### config.mk
export PLATFORM = sky130hd
export DESIGN_NAME = wcbm_device_flat
export DESIGN_NICKNAME = d
export VERILOG_FILES = /design/src/common/wcbm_pkg.sv /design/src/common/wcbm_if.sv /design/src/verilog/wcbm_device.sv /design/src/flat_wrapper.sv
export VERILOG_INCLUDE_DIRS = /design/src /design/src/common
export SDC_FILE = /design/constraint.sdc
export NUM_CORES = 1
export LEC_CHECK = 0
export ABC_AREA = 1
export BUFFER_PORTS_ARGS = -buffer_cell sky130_fd_sc_hd__buf_4
export CORE_UTILIZATION = 45
export DETAILED_ROUTE_END_ITERATION = 6
export GPL_ROUTABILITY_DRIVEN = 0
export GPL_TIMING_DRIVEN = 0
export PLACE_DENSITY = 0.66
export SETUP_SLACK_MARGIN = 0.1
export SYNTH_ARGS = -nofsm -noshare
export SYNTH_HDL_FRONTEND = slang
export SYNTH_SLANG_ARGS = --single-unit
### constraint.sdc
create_clock -name i_core_clk -period 7 [get_ports i_core_clk]
set_input_delay 0.7 -clock i_core_clk [delete_from_list [all_inputs] [get_ports i_core_clk]]
set_output_delay 0.7 -clock i_core_clk [all_outputs]
set_load 0.05 [all_outputs]
### src/common/wcbm_defines.svh
// constants for the burst-chop-four write check mapper
`ifndef WCBM_DEFINES_SVH
`define WCBM_DEFINES_SVH
// ==========================================================
// burst shape and check polynomial
`define WCBM_CRC_POLY    8'h07
`define WCBM_DATA_LAST   4'h3
`define WCBM_CRC_BEAT0   4'h8
`define WCBM_BURST_LAST  4'h9
// ==========================================================
// device-end register map (byte addresses)
`define WCBM_DEV_CFG     8'h00
`define WCBM_DEV_STATUS  8'h04
`define WCBM_DEV_MASK    8'h08
`define WCBM_DEV_RESULT  8'h0C
// ==========================================================
// controller-end register map (byte addresses)
`define WCBM_HST_DATA_LO 8'h00
`define WCBM_HST_DATA_HI 8'h04
`define WCBM_HST_MI      8'h08
`define WCBM_HST_CTRL    8'h0C
`define WCBM_HST_STATUS  8'h10
`define WCBM_HST_MASK    8'h14
`define WCBM_HST_CRC     8'h18
// ==========================================================
// fields and reset values
`define WCBM_CFG_ORG_LSB 0
`define WCBM_CFG_MI_BIT  2
`define WCBM_CTRL_HALF   3
`define WCBM_CTRL_GO     4
`define WCBM_ST_DONE     0
`define WCBM_ST_ERR      1
`define WCBM_ST_BUSY     2
`define WCBM_RES_HALF    16
`define WCBM_CFG_RST     3'h1
`define WCBM_MASK_RST    2'h0
`endif

### src/common/wcbm_pkg.sv
// types and shared mapping / check functions for both link ends
`include "wcbm_defines.svh"
package wcbm_pkg;
	// ==========================================================
	// types
	typedef enum logic [1:0] {
		WCBM_ORG_X4  = 2'b00,
		WCBM_ORG_X8  = 2'b01,
		WCBM_ORG_X16 = 2'b10
	} wcbm_org_t;
	// lanes [15:0] data, [16] lower mask/inversion, [17] upper mask/inversion
	typedef logic [17:0]       wcbm_beat_t;
	typedef logic [3:0][17:0]  wcbm_beats_t;

	// ==========================================================
	// serial form of x^8+x^2+x+1, first bit d[71], start value zero
	function automatic logic [7:0] wcbm_crc8(input logic [71:0] d);
		logic [7:0] c;
		logic       fb;
		c = 8'h00;
		for (int i = 71; i >= 0; i--) begin
			fb = c[7] ^ d[i];
			c = {c[6:0], 1'b0} ^ ({8{fb}} & `WCBM_CRC_POLY);
		end
		return c;
	endfunction

	// ==========================================================
	// tree inputs: index = tree*72 + lane*8 + half*4 + transfer, unused positions one
	function automatic logic [143:0] wcbm_tree_in(input wcbm_beats_t b, input logic half,
			input wcbm_org_t org, input logic mi_en);
		logic [143:0] d;
		logic         live;
		int           src;
		d = '1;
		for (int tr = 0; tr < 2; tr++) begin
			for (int ln = 0; ln < 9; ln++) begin
				src = (ln < 8) ? tr * 8 + ln : 16 + tr;
				if (ln < 8) begin
					live = (tr == 0 && (org != WCBM_ORG_X4 || ln < 4)) ||
						(tr == 1 && org == WCBM_ORG_X16);
				end else begin
					live = mi_en && ((tr == 0) ? org != WCBM_ORG_X4 : org == WCBM_ORG_X16);
				end
				for (int t = 0; t < 4; t++) begin
					if (live) begin
						d[tr * 72 + ln * 8 + (half ? 4 : 0) + t] = b[t][src];
					end
				end
			end
		end
		return d;
	endfunction

	// ==========================================================
	// check transfers 8 and 9; everything not carrying a check bit is one
	function automatic wcbm_beat_t wcbm_crc_beat(input logic [15:0] crc, input wcbm_org_t org,
			input logic second);
		wcbm_beat_t b;
		b = '1;
		if (org == WCBM_ORG_X4) begin
			b[3:0] = second ? crc[7:4] : crc[3:0];
		end else if (!second) begin
			b[7:0] = crc[7:0];
			if (org == WCBM_ORG_X16) begin
				b[15:8] = crc[15:8];
			end
		end
		return b;
	endfunction
endpackage

### src/common/wcbm_if.sv
// write burst link between controller end and device end
`timescale 1ns/1ps
interface wcbm_if;
	logic        link_valid;
	logic        link_first;
	logic        burst_half_select_bit;
	logic [15:0] link_dq;
	logic        lower_mask_inversion_lane;
	logic        upper_mask_inversion_lane;

	modport ctrl (
		output link_valid,
		output link_first,
		output burst_half_select_bit,
		output link_dq,
		output lower_mask_inversion_lane,
		output upper_mask_inversion_lane
	);
	modport dram (
		input link_valid,
		input link_first,
		input burst_half_select_bit,
		input link_dq,
		input lower_mask_inversion_lane,
		input upper_mask_inversion_lane
	);
endinterface

### src/verilog/wcbm_device.sv
// device end: maps a chopped write burst onto the check trees and verifies it
//
// Design decisions made here: the address map and the address-and-strobe port.
`timescale 1ns/1ps
`include "wcbm_defines.svh"
module wcbm_device (
	input  wire logic        i_core_clk,
	input  wire logic        i_rst,
	input  wire logic [7:0]  i_addr,
	input  wire logic [31:0] i_wdata,
	input  wire logic        i_wr,
	input  wire logic        i_rd,
	output logic      [31:0] o_rdata,
	output logic             o_irq,
	output logic             o_wr_valid,
	output logic      [63:0] o_wr_data,
	output logic      [7:0]  o_wr_mi,
	output logic             o_wr_half,
	output logic             o_crc_err,
	wcbm_if.dram             link
);
	typedef enum logic [1:0] {
		WCBM_D_IDLE  = 2'b00,
		WCBM_D_RECV  = 2'b01,
		WCBM_D_CHECK = 2'b10
	} wcbm_dstate_t;

	// ==========================================================
	// registers
	wcbm_dstate_t          state_reg;
	logic [2:0]            cfg_reg;
	logic [1:0]            status_reg;
	logic [1:0]            mask_reg;
	logic [16:0]           result_reg;
	logic [3:0]            cnt_reg;
	logic                  half_reg;
	wcbm_pkg::wcbm_beats_t data_reg;
	wcbm_pkg::wcbm_beat_t  chk0_reg;
	wcbm_pkg::wcbm_beat_t  chk1_reg;
	logic                  wr_valid_reg;
	logic [63:0]           wr_data_reg;
	logic [7:0]            wr_mi_reg;
	logic                  wr_half_reg;
	logic                  crc_err_reg;
	logic [31:0]           rdata_reg;

	// ==========================================================
	// link side decode
	wire wcbm_pkg::wcbm_beat_t rx_beat = {link.upper_mask_inversion_lane,
		link.lower_mask_inversion_lane, link.link_dq};
	wire start     = state_reg == WCBM_D_IDLE && link.link_valid && link.link_first;
	wire recv_beat = state_reg == WCBM_D_RECV && link.link_valid;
	// a burst that loses its valid strobe is dropped, nothing is reported
	wire recv_lost = state_reg == WCBM_D_RECV && !link.link_valid;
	wire recv_end  = recv_beat && cnt_reg == `WCBM_BURST_LAST;

	// ==========================================================
	// configuration
	wire wcbm_pkg::wcbm_org_t org = wcbm_pkg::wcbm_org_t'(cfg_reg[1:0]);
	// masking and inversion share one enable; x4 has no such lane at all
	wire mi_en = cfg_reg[`WCBM_CFG_MI_BIT];

	// ==========================================================
	// tree inputs: live positions per organisation, ones elsewhere;
	// half 1 moves every lane's four transfers to its upper nibble
	wire [143:0] tree = wcbm_pkg::wcbm_tree_in(data_reg, half_reg,
		org, mi_en);

	// two identical trees; the upper one sees only ones unless x16
	wire [7:0] crc_lo = wcbm_pkg::wcbm_crc8(tree[71:0]);
	wire [7:0] crc_hi = wcbm_pkg::wcbm_crc8(tree[143:72]);
	wire [15:0] crc_calc = {crc_hi, crc_lo};

	// expected transfers 8 and 9 built the way the controller must send them
	wire wcbm_pkg::wcbm_beat_t exp0 = wcbm_pkg::wcbm_crc_beat(crc_calc, org, 1'b0);
	wire wcbm_pkg::wcbm_beat_t exp1 = wcbm_pkg::wcbm_crc_beat(crc_calc, org, 1'b1);
	// whole transfers compared: stray zeros in the one positions also fail
	wire mismatch = (exp0 != chk0_reg) || (exp1 != chk1_reg);
	wire checking = state_reg == WCBM_D_CHECK;

	// ==========================================================
	// register port decode
	wire wr_cfg  = i_wr && i_addr == `WCBM_DEV_CFG;
	wire wr_mask = i_wr && i_addr == `WCBM_DEV_MASK;
	wire rd_st   = i_rd && i_addr == `WCBM_DEV_STATUS;
	wire [31:0] rd_mux =
		(i_addr == `WCBM_DEV_CFG)    ? {29'h00000000, cfg_reg} :
		(i_addr == `WCBM_DEV_STATUS) ? {30'h00000000, status_reg} :
		(i_addr == `WCBM_DEV_MASK)   ? {30'h00000000, mask_reg} :
		(i_addr == `WCBM_DEV_RESULT) ? {15'h0000, result_reg} : 32'h00000000;

	// events: a good write and a check error; set wins over the read clear
	wire [1:0] set_bits    = {checking && mismatch, checking && !mismatch};
	wire [1:0] status_next = (rd_st ? 2'h0 : status_reg) | set_bits;

	// per-beat unpack of received data for the core side
	wire [63:0] data_flat = {data_reg[3][15:0], data_reg[2][15:0],
		data_reg[1][15:0], data_reg[0][15:0]};
	wire [7:0] mi_flat = {data_reg[3][17], data_reg[2][17], data_reg[1][17], data_reg[0][17],
		data_reg[3][16], data_reg[2][16], data_reg[1][16], data_reg[0][16]};

	// ==========================================================
	// receive sequencer
	always_ff @(posedge i_core_clk or posedge i_rst) begin
		if (i_rst) begin
			state_reg <= WCBM_D_IDLE;
			cnt_reg   <= 4'h0;
			half_reg  <= 1'b0;
			data_reg  <= '1;
			chk0_reg  <= '1;
			chk1_reg  <= '1;
		end else begin
			unique case (state_reg)
				WCBM_D_IDLE: begin
					if (start) begin
						state_reg   <= WCBM_D_RECV;
						cnt_reg     <= 4'h1;
						half_reg    <= link.burst_half_select_bit;
						data_reg[0] <= rx_beat;
					end
				end
				WCBM_D_RECV: begin
					if (recv_lost) begin
						state_reg <= WCBM_D_IDLE;
					end else begin
						cnt_reg <= cnt_reg + 4'h1;
						if (cnt_reg <= `WCBM_DATA_LAST) data_reg[cnt_reg[1:0]] <= rx_beat;
						if (cnt_reg == `WCBM_CRC_BEAT0) chk0_reg <= rx_beat;
						if (recv_end) begin
							chk1_reg  <= rx_beat;
							state_reg <= WCBM_D_CHECK;
						end
					end
				end
				WCBM_D_CHECK: begin
					state_reg <= WCBM_D_IDLE;
				end
				default: begin
					state_reg <= WCBM_D_IDLE;
				end
			endcase
		end
	end

	// ==========================================================
	// result and core-side write; a failed check blocks the write
	always_ff @(posedge i_core_clk or posedge i_rst) begin
		if (i_rst) begin
			wr_valid_reg <= 1'b0;
			wr_data_reg  <= 64'h0000000000000000;
			wr_mi_reg    <= 8'hFF;
			wr_half_reg  <= 1'b0;
			crc_err_reg  <= 1'b0;
			result_reg   <= 17'h00000;
		end else begin
			wr_valid_reg <= checking && !mismatch;
			crc_err_reg  <= checking && mismatch;
			if (checking) begin
				wr_data_reg <= data_flat;
				wr_mi_reg   <= mi_flat;
				wr_half_reg <= half_reg;
				result_reg  <= {half_reg, crc_calc};
			end
		end
	end

	// ==========================================================
	// register port
	always_ff @(posedge i_core_clk or posedge i_rst) begin
		if (i_rst) begin
			cfg_reg    <= `WCBM_CFG_RST;
			mask_reg   <= `WCBM_MASK_RST;
			status_reg <= 2'h0;
			rdata_reg  <= 32'h00000000;
		end else begin
			status_reg <= status_next;
			rdata_reg  <= i_rd ? rd_mux : 32'h00000000;
			// configuration writes are refused from the second transfer of a burst until its check is done; one in the first transfer's cycle still lands
			if (wr_cfg && state_reg == WCBM_D_IDLE) cfg_reg <= i_wdata[2:0];
			if (wr_mask) mask_reg <= i_wdata[1:0];
		end
	end

	// ==========================================================
	// outputs
	assign o_rdata    = rdata_reg;
	assign o_irq      = |(status_reg & mask_reg);
	assign o_wr_valid = wr_valid_reg;
	assign o_wr_data  = wr_data_reg;
	assign o_wr_mi    = wr_mi_reg;
	assign o_wr_half  = wr_half_reg;
	assign o_crc_err  = crc_err_reg;
endmodule

### src/flat_wrapper.sv
// flat-port wrapper written by rule: the top's interface ports become plain ports
module wcbm_device_flat 
  (i_core_clk, i_rst, i_addr, i_wdata, i_wr, i_rd, o_rdata, o_irq, o_wr_valid, o_wr_data, o_wr_mi, o_wr_half, o_crc_err, link_link_valid, link_link_first, link_burst_half_select_bit, link_link_dq, link_lower_mask_inversion_lane, link_upper_mask_inversion_lane);
  wcbm_if link_i ();
  input  wire logic i_core_clk;
  input  wire logic i_rst;
  input  wire logic [7:0] i_addr;
  input  wire logic [31:0] i_wdata;
  input  wire logic i_wr;
  input  wire logic i_rd;
  output logic      [31:0] o_rdata;
  output logic o_irq;
  output logic o_wr_valid;
  output logic      [63:0] o_wr_data;
  output logic      [7:0] o_wr_mi;
  output logic o_wr_half;
  output logic o_crc_err;
  input wire logic [$bits(link_i.link_valid)-1:0] link_link_valid;
  input wire logic [$bits(link_i.link_first)-1:0] link_link_first;
  input wire logic [$bits(link_i.burst_half_select_bit)-1:0] link_burst_half_select_bit;
  input wire logic [$bits(link_i.link_dq)-1:0] link_link_dq;
  input wire logic [$bits(link_i.lower_mask_inversion_lane)-1:0] link_lower_mask_inversion_lane;
  input wire logic [$bits(link_i.upper_mask_inversion_lane)-1:0] link_upper_mask_inversion_lane;
  assign link_i.link_valid = link_link_valid;
  assign link_i.link_first = link_link_first;
  assign link_i.burst_half_select_bit = link_burst_half_select_bit;
  assign link_i.link_dq = link_link_dq;
  assign link_i.lower_mask_inversion_lane = link_lower_mask_inversion_lane;
  assign link_i.upper_mask_inversion_lane = link_upper_mask_inversion_lane;
  wcbm_device u_core (.i_core_clk(i_core_clk), .i_rst(i_rst), .i_addr(i_addr), .i_wdata(i_wdata), .i_wr(i_wr), .i_rd(i_rd), .o_rdata(o_rdata), .o_irq(o_irq), .o_wr_valid(o_wr_valid), .o_wr_data(o_wr_data), .o_wr_mi(o_wr_mi), .o_wr_half(o_wr_half), .o_crc_err(o_crc_err), .link(link_i));
endmodule
==> results of run 1 <==
## cell type report
type | count | area share [%]
tap | 468 | 3.00
buffer | 69 | 1.80
sequential | 230 | 30.3
clock inverter | 14 | 0.616
clock buffer | 36 | 4.07
multi-input combinational | 2117 | 48.9
inverter | 318 | 6.20
timing repair buffer | 131 | 5.15
## per-layer routing
metal  vias up  wire [um]  global-route usage (%)
met5         -         13                       0
met4         2       1880                    10.6
met3       109       3240                    4.16
met2       493      24800                    47.5
met1      8318      22500                    34.6
li1       8892          -                       -
## critical path: cells and delay by family (launching register included)
family	cells	cell delay, ps
DFF	1	490
AOI/OAI and AO/OA	1	290
buffers and inverters	5	440
and+or+nand+nor	44	4860
## logic make-up (layout without fill, tap and decap cells)
| logic type | after synthesis | count (layout) |
|---|---|---|
| DFF | 230 | 230 |
| other | 1 | 15 |
| xor gates and xnor gates | 20 | 20 |
| buffers and inverters | 387 | 568 |
| adders and majority gates | 4 | 4 |
| AOI/OAI and AO/OA | 179 | 179 |
| and+or+nand+nor | 1899 | 1899 |
## per-stage QoR
stage               hold WS [ps]  utilization (%)
floorplan                    453                -
global placement             465             50.3
CTS                          250             52.9
detailed placement           466             50.4
finish                       208             53.0
global route                 261             53.0
## what timing repair did
action                     CTS  global route
setup endpoints to repair    0             4
gates resized for setup      0             8
buffers inserted             0             2
## cells in the final DEF (no fill, tap or decap), types with 45 or more instances in the layout
cell      netlist  layout
nand2_1      1146    1144
nand3_1       379     378
nand2_2        98      99
inv_1         277     276
dfrtp_1       113     111
nor2_1        166     165
o21ai_0       155     155
clkbuf_1       41      45
buf_4          21     151
dfstp_2       117     117
## how the worst max path moves through the flow
stage / slack (ps) / endpoint / startpoint / cells past startpoint
after floorplan: 190 / u_core.cfg_reg[1] / i_rst / 1
after global placement: -2290 / u_core.o_rdata[8] / i_rst / 2
after detailed placement: 830 / u_core.status_reg[1] / u_core.cfg_reg[0] / 57
after CTS: 810 / u_core.status_reg[1] / u_core.cfg_reg[0] / 57
after global routing: 100 / u_core.status_reg[1] / u_core.cfg_reg[0] / 56
final: 790 / u_core.status_reg[1] / u_core.half_reg / 50
==> qor.yml, run 1 <==
outcome:
  status: "finished, final reports clean"
sta:
  final.setup.worst_slack_ps: 795
  clock_skew_ps: 28.1
  slew_violations: 0
  max_freq_mhz: 161
  finalSetupViolations: 0
  rsz0062_at_grt: "no"
  fin_crit_ps: 6210
  post-route-period-util_pct: 88.6
  slew_headroom_pct: 32.4
  worst_pin_slew_ps: 1010
  setup_tns_ps: 0
  hold_viol_final: 0
finish:
  multi_input_area_sq_um: 9530
  num-fill-cells: 3743
  stdcell_area_sq_um: 19500
  seq_area_sq_um: 5900
  antenna_cells: 0
  final_cells: 3383
  finalNetCount: 2963
  area_delta_synth_final_pct: 15.3
  drive_gt1_share_pct: 17.2
placement:
  placed_area_sq_um: 18500
  numPortBuffers: 128
  detailedPlace.worstSlack_ps: 828
  dpl.hpwl_um: 40600
  place_inst: 3331
global_route:
  grt_max_degree: 138
  grt_overflow: 0
  grt_use_total_pct: 27.5
  grt_pass1_wl_um: 84700
  grt_pass1_vias: 16928
  grt_antenna_before_repair: 1
cts:
  clk_path_buf_depth: 3
  cts_tree: "built"
  path_clk_slew_ps: 70
  clock_latency_ps: 570
  cts_sinks: 230
  cts-root-buf: "clkbuf_16"
  htreeDepth: 1
  cts_hold_buf: 0
  cts-buffers-inserted: 27
synth:
  synth.most_common_cell: "nand2_1"
  yosysWarnings: 0
  ys_ff_latch: 230
  syn_inst: 2720
  synth_top_flop_cell: "dfstp_2"
  yosys.area_share.xor_xnor_pct: 1.08
  synth_top_area_cell: "nand2_1"
  synth_top_area_share_pct: 25.4
  synth_simple_gate_area_share_pct: 49.0
  synth_top_family_by_area: "simple AND/OR/NAND/NOR gates"
  netlist_top_cells_count: "nand2_1, nand3_1, inv_1"
  synth_compound_area_share_pct: 5.50
  async_reset_ff_share_pct: 100
  seq_area_frac_synth_pct: 34.9
  synth.distinct_cells: 43
  synthMuxAreaShare_pct: 0
  syn-cell-area_sq_um: 16900
  synthAdderAreaFrac_pct: 0.296
  syn_area_per_cell_sq_um: 6.22
  yosys-top-cells-area: "nand2_1, dfstp_2, dfrtp_1, nand3_1, inv_1"
  synth_edf_count: 0
floorplanning:
  start_util_pct: 46.0
  die_w_um: 196
  dieArea_sq_um: 38400
  dieHeight_um: 196
  io_pins: 173
  rows: 70
  core_area_sq_um: 36800
worst_setup_path:
  worstSetupPathType: "register to register"
  reg2reg_to: "u_core.status_reg[1]"
  cp_max_fo: 9
  reg2reg_depth: 50
  rrSetupSlack_ps: 790
  cpMostUsedCell: "nand2_1"
  crit_required_ps: 7430
  crit_arrival_ps: 6640
  r2r_start: "u_core.half_reg"
  setup.worst_path.end_class: "register"
  critical-path-max-stage-delay_ps: 490
  critPathLaunchType: "register"
  cpMaxStageDelayCell: "dfrtp_2"
worst_hold_path:
  holdCritPathClass: "input port to async pin"
flow_run:
  drv_cap: 0
detailed_routing:
  wl_um: 52500
  remaining_drc_errors: 0
  antenna_left: 0
  routed_via_density: 5.27
  drt_iter0_drc: 1334
  firstDrtPassIters: 6
  vias: 17814
  post_drt_wl_per_cell_um: 15.5
Power of run 1 is left out: the tool's default activity adds up to more than one toggle a clock period on the data nets, which glitch-free logic cannot reach.
==> inputs of run 2 (changes only) <==
Settings changed: ABC_AREA 1 to not set.
==> run 2 against run 1 <==
Effect of this change: die area down 8.1%; maximum frequency decreased by 8.2%; sequential share of layout area up 2.5 points; design area down 7.6%; non-clock buffer count up 18; global-route usage is 4.3 points lower; first-iteration DRC count down 40%; cell count is 43% lower; synthesized area shrank 8.2%; count of clock-buffer cells in the layout is 4 higher.
==> qor.yml, run 2 <==
worst_setup_path:
  critPathLaunchType: "register"
  r2r_start: "u_core.cfg_reg[1]"
  critPathLaunch: "u_core.cfg_reg[1]"
  worstSetupPathType: "register to register"
  crit_required_ps: 7430
  cpMostUsedCell: "xnor3_2"
  cp_max_fo: 10
  setup.worst_path.end_class: "register"
  cpMaxStageDelayCell: "clkbuf_1"
  crit_chain: "nor2b_1 > clkbuf_1 > clkbuf_1 > o21ai_0 > a311o_1 > xnor2_1 > xnor3_1 > xnor2_1 > xnor3_2 > xnor3_2 > xor2_4 > xnor3_2 > a21oi_1 > or4b_1 > nor4b_1 > nand4_1 > a32o_1"
  reg2reg_depth: 17
  critical-path-max-stage-delay_ps: 650
  crit_arrival_ps: 7190
global_route:
  grt_overflow: 0
  grt_pass1_vias: 10440
  grt_use_total_pct: 23.3
  grt_max_degree: 97
  grt_pass1_wl_um: 62600
  grt_antenna_before_repair: 0
sta:
  rsz0062_at_grt: "no"
  worst_pin_slew_ps: 1290
  final.setup.worst_slack_ps: 241
  max_freq_mhz: 148
  slew_violations: 0
  clock_skew_ps: 21.6
  slew_headroom_pct: 13.2
  fin_crit_ps: 6760
  hold_viol_final: 0
  post-route-period-util_pct: 96.6
  finalSetupViolations: 0
synth:
  yosys-top-cells-area: "dfstp_2, dfrtp_1, mux2_2, xnor2_1, xnor3_1"
  async_reset_ff_share_pct: 100
  seq_area_frac_synth_pct: 38.0
  synth_top_family_by_area: "XOR/XNOR gates"
  netlist_top_cells_count: "xnor2_1, mux2_2, dfstp_2"
  syn_inst: 1305
  synthAdderAreaFrac_pct: 0.322
  synthMuxAreaShare_pct: 15.3
  yosysWarnings: 0
  syn_area_per_cell_sq_um: 11.9
  synth.most_common_cell: "xnor2_1"
  synth_compound_area_share_pct: 6.31
  ys_ff_latch: 230
  yosys.area_share.xor_xnor_pct: 29.0
  synth_simple_gate_area_share_pct: 8.01
  synth_edf_count: 0
  synth_top_area_cell: "dfstp_2"
  synth.distinct_cells: 77
  synth_top_area_share_pct: 19.8
  synth_top_flop_cell: "dfstp_2"
  syn-cell-area_sq_um: 15500
finish:
  antenna_cells: 0
  final_common_cell: "xnor2_1"
  area_delta_synth_final_pct: 15.9
  drive_gt1_share_pct: 36.1
  stdcell_area_sq_um: 18000
  mostFrequentLayoutCells: "xnor2_1, mux2_2, buf_4, dfstp_2, dfrtp_1"
  finalNetCount: 1542
placement:
  placed_area_sq_um: 17200
  dpl.hpwl_um: 30500
  numPortBuffers: 126
  detailedPlace.worstSlack_ps: -503
floorplanning:
  rows: 67
  die_w_um: 188
  core_area_sq_um: 33800
  start_util_pct: 46.0
  dieArea_sq_um: 35300
  io_pins: 173
  dieHeight_um: 188
cts:
  cts-root-buf: "clkbuf_16"
  clock_latency_ps: 550
  path_clk_slew_ps: 60
  postCtsSetupBuffers: 0
  clk_path_buf_depth: 3
  cts_tree: "built"
  cts_sinks: 230
  cts-buffers-inserted: 26
  htreeDepth: 1
flow_run:
  drv_cap: 0
worst_hold_path:
  holdCritPathClass: "input port to async pin"
detailed_routing:
  routed_via_density: 5.46
  wl_um: 40600
  vias: 10589
  antenna_left: 0
  remaining_drc_errors: 0
  drt_iter0_drc: 803
  post_drt_wl_per_cell_um: 20.9
  firstDrtPassIters: 7
outcome:
  status: "finished, final reports clean"
-- run 2: cell count changes after synthesis, moves of 98 or more --
cell | previous run | this run
inv_1 | 277 | 11
mux2_2 | 0 | 188
nand2_1 | 1146 | 66
xnor2_1 | 5 | 197
nand2_2 | 98 | 0
o21ai_0 | 155 | 47
nand3_1 | 379 | 15
nor2_1 | 166 | 61
-- run 2: final cells by class --
cell class	count	area, sq um
Clock buffer	40	774
Buffer	90	434
Timing Repair Buffer	128	1000
Tap cell	448	561
Fill cell	2930	15800
Clock inverter	8	71.3
Inverter	12	52.6
Sequential cell	230	5900
Multi-Input combinational cell	985	9220
-- run 2: cells by family after synthesis --
family,Yosys count
other,1
adder cells (fa/ha/maj),4
AND/OR/NAND/NOR,246
AO/OA/AOI/OAI,145
multiplexers,211
buffers and inverters,104
flip-flops,230
XOR/XNOR,364
-- run 2: critical path: cells and delay by family, from the launching register on --
kind,cells,cell delay [ps]
flops,1,470
xor+xnor,7,2860
simple gates,4,1280
compound gates,4,1110
buf+inv,2,900
-- run 2: per-layer routing --
layer  vias up  GRT usage, %  share of wire [%]
met5         -             0                  0
met4         0          7.66                3.0
met3        62          4.23                7.5
met2       406          35.3                 44
met1      5270          33.6                 46
li1       4851             -                  -
-- run 2: per-stage QoR --
| stage | utilization, % | hold slack [ps] | instances | setup TNS [ps] |
|---|---|---|---|---|
| floorplan | - | 442 | 1319 | 0 |
| global placement | 50.6 | 455 | 1893 | -266500 |
| detailed placement | 50.8 | 462 | 1895 | -1310 |
| CTS | 53.3 | 132 | 1942 | 0 |
| global route | 53.3 | 146 | 1941 | 0 |
| finish | 53.3 | 134 | 1941 | 0 |
-- run 2: timing repair --
action                                  in CTS  in global routing
pin swaps                                    0                  0
cloned                                       0                  0
endpoints found under the setup margin       4                  3
hold buffers                                 0                  0
resized for setup                            2                  9
-- run 2: worst paths after layout --
check / end / slack, ps
max: u_core.status_reg[1] / 240
max reg2reg: u_core.status_reg[1] / 240
max in group asynchronous: u_core.data_flat[56] / 5620
min: u_core.o_wr_data[44] / 130
min in group i_core_clk: u_core.cfg_reg[2] / 400
min reg2reg: u_core.result_reg[5] / 470
Power of run 2 is left out for the same reason.
==> inputs of run 3 (changes only) <==
Settings changed: ABC_CLOCK_PERIOD_IN_PS set to 7000, CTS_BUF_LIST set to sky130_fd_sc_hd__clkbuf_2 sky130_fd_sc_hd__clkbuf_4 sky130_fd_sc_hd__clkbuf_8.
==> run 3 against run 2 <==
Effect of this change: die area unchanged; sequential share of layout area about the same; cell count increased by 1.4%; clock skew decreased by 4.3 ps; core utilization increased by 0.052 points; wire length increased by 1.4%; hold slack got worse by 20 ps; via count increased by 0.64%.
==> qor.yml, run 3 (synthesis results as in run 2) <==
worst_setup_path:
  crit_required_ps: 7450
  crit_family: "XOR/XNOR gates"
  crit_arrival_ps: 7150
  r2r_start: "u_core.cfg_reg[1]"
  cpMaxStageDelayCell: "clkbuf_1"
  crit_chain: "nor2b_1 > clkbuf_1 > clkbuf_1 > o21ai_0 > a311o_1 > xnor2_1 > xnor3_1 > xnor2_1 > xnor3_2 > xnor3_2 > xor2_4 > xnor3_2 > a21oi_1 > or4b_1 > nor4b_1 > nand4_1 > a32o_1"
  worstSetupPathType: "register to register"
  critPathLaunch: "u_core.cfg_reg[1]"
  cp_max_fo: 10
  critical-path-max-stage-delay_ps: 610
  worst-path-buf-inv: 2
  cpMostUsedCell: "xnor3_2"
  rrSetupSlack_ps: 310
  critPathLaunchType: "register"
  setup.worst_path.end_class: "register"
sta:
  rsz0062_at_grt: "no"
  slew_violations: 0
  slew_headroom_pct: 12.8
  fin_crit_ps: 6690
  max_freq_mhz: 149
  hold_viol_final: 0
  clock_skew_ps: 17.3
  worst_pin_slew_ps: 1300
  finalSetupViolations: 0
  final.setup.worst_slack_ps: 309
  hold_slack_ps: 114
  post-route-period-util_pct: 95.6
cts:
  clock_latency_ps: 570
  path_clk_slew_ps: 60
  cts-buffers-inserted: 41
  cts_tree: "built"
  clk_path_buf_depth: 3
  cts_sinks: 230
  cts-root-buf: "clkbuf_8"
  htreeDepth: 2
  postCtsSetupBuffers: 0
flow_run:
  drv_cap: 0
detailed_routing:
  routed_via_density: 5.41
  post_drt_wl_per_cell_um: 20.9
  drt_iter0_drc: 771
  antenna_left: 0
  firstDrtPassIters: 5
  remaining_drc_errors: 0
  vias: 10657
  wl_um: 41200
finish:
  final_cells: 1969
  seq_area_sq_um: 5900
  final_common_cell: "xnor2_1"
  mostFrequentLayoutCells: "xnor2_1, mux2_2, buf_4, dfstp_2, dfrtp_1"
  antenna_cells: 0
  stdcell_area_sq_um: 18000
  finalNetCount: 1558
  num-fill-cells: 2978
  area_delta_synth_final_pct: 16.1
  multi_input_area_sq_um: 9220
  drive_gt1_share_pct: 37.9
placement:
  dpl.hpwl_um: 30500
  numPortBuffers: 126
  detailedPlace.worstSlack_ps: -503
  placed_area_sq_um: 17200
  place_inst: 1895
floorplanning:
  io_pins: 173
  dieArea_sq_um: 35300
  rows: 67
  die_w_um: 188
  start_util_pct: 46.0
  dieHeight_um: 188
  core_area_sq_um: 33800
global_route:
  grt_antenna_before_repair: 0
  grt_overflow: 0
  grt_max_degree: 97
  grt_pass1_vias: 10514
  grt_use_total_pct: 23.6
  grt_pass1_wl_um: 63100
outcome:
  status: "finished, final reports clean"
worst_hold_path:
  holdCritPathClass: "input port to async pin"
[run 3: cell types whose count changed in the layout (fill, tap and decap cells not counted)]
cell / previous run / this run
clkbuf_16: 27 / 0
clkinv_2: 5 / 3
buf_2: 17 / 18
xnor2_1: 197 / 196
clkbuf_8: 5 / 47
clkbuf_4: 0 / 22
xnor2_2: 7 / 8
clkinvlp_4: 1 / 2
bufinv_16: 1 / 0
clkbuf_1: 54 / 46
[run 3: metal layers]
metal	track usage (%)	share of wire (%)	vias up	wire, um
met3	4.51	6.5	80	2680
met1	33.6	46	5308	19100
met5	0	0	-	0
met2	35.2	43	378	17700
li1	-	-	4891	-
met4	9.66	4.0	0	1650
[run 3: per-stage QoR]
step           utilization [%]  TNS [ps]
4_1_cts                   53.3         0
6_report                  53.4         0
5_1_grt                   53.4         0
3_3_place_gp              50.6   -266500
2_1_floorplan                -         0
3_5_place_dp              50.8     -1310
[run 3: what timing repair did]
item	CTS	global route
endpoints found under the setup margin	4	3
pin swaps	0	0
resized for setup	3	10
hold buffers	0	0
[run 3: worst register-to-register path, cell delays in order, from the launching register on]
cell and delay, ps:
dfrtp_1 470, nor2b_1 190, clkbuf_1 240, clkbuf_1 610
o21ai_0 220, a311o_1 490, xnor2_1 330, xnor3_1 500
xnor2_1 270, xnor3_2 530, xnor3_2 480, xor2_4 250
xnor3_2 520, a21oi_1 100, or4b_1 530, nor4b_1 340
nand4_1 210, a32o_1 300
[run 3: layout make-up]
class | count | share of cell area (%)
sequential | 230 | 32.7
clock inverter | 6 | 0.215
timing repair buffer | 128 | 5.55
multi-input combinational | 985 | 51.2
tap | 448 | 3.11
inverter | 12 | 0.291
clock buffer | 69 | 4.50
buffer | 91 | 2.44
[run 3: path summary, 6_finish.rpt]
check                                  endpoint  cells past startpoint
hold / removal             u_core.o_wr_data[45]                      2
min in group i_core_clk         u_core.half_reg                      2
setup / recovery           u_core.status_reg[1]                     17
max in group asynchronous  u_core.data_flat[56]                      4
hold reg to reg              u_core.o_rdata[13]                      1
setup reg to reg           u_core.status_reg[1]                     17
Power of run 3 is left out for the same reason.
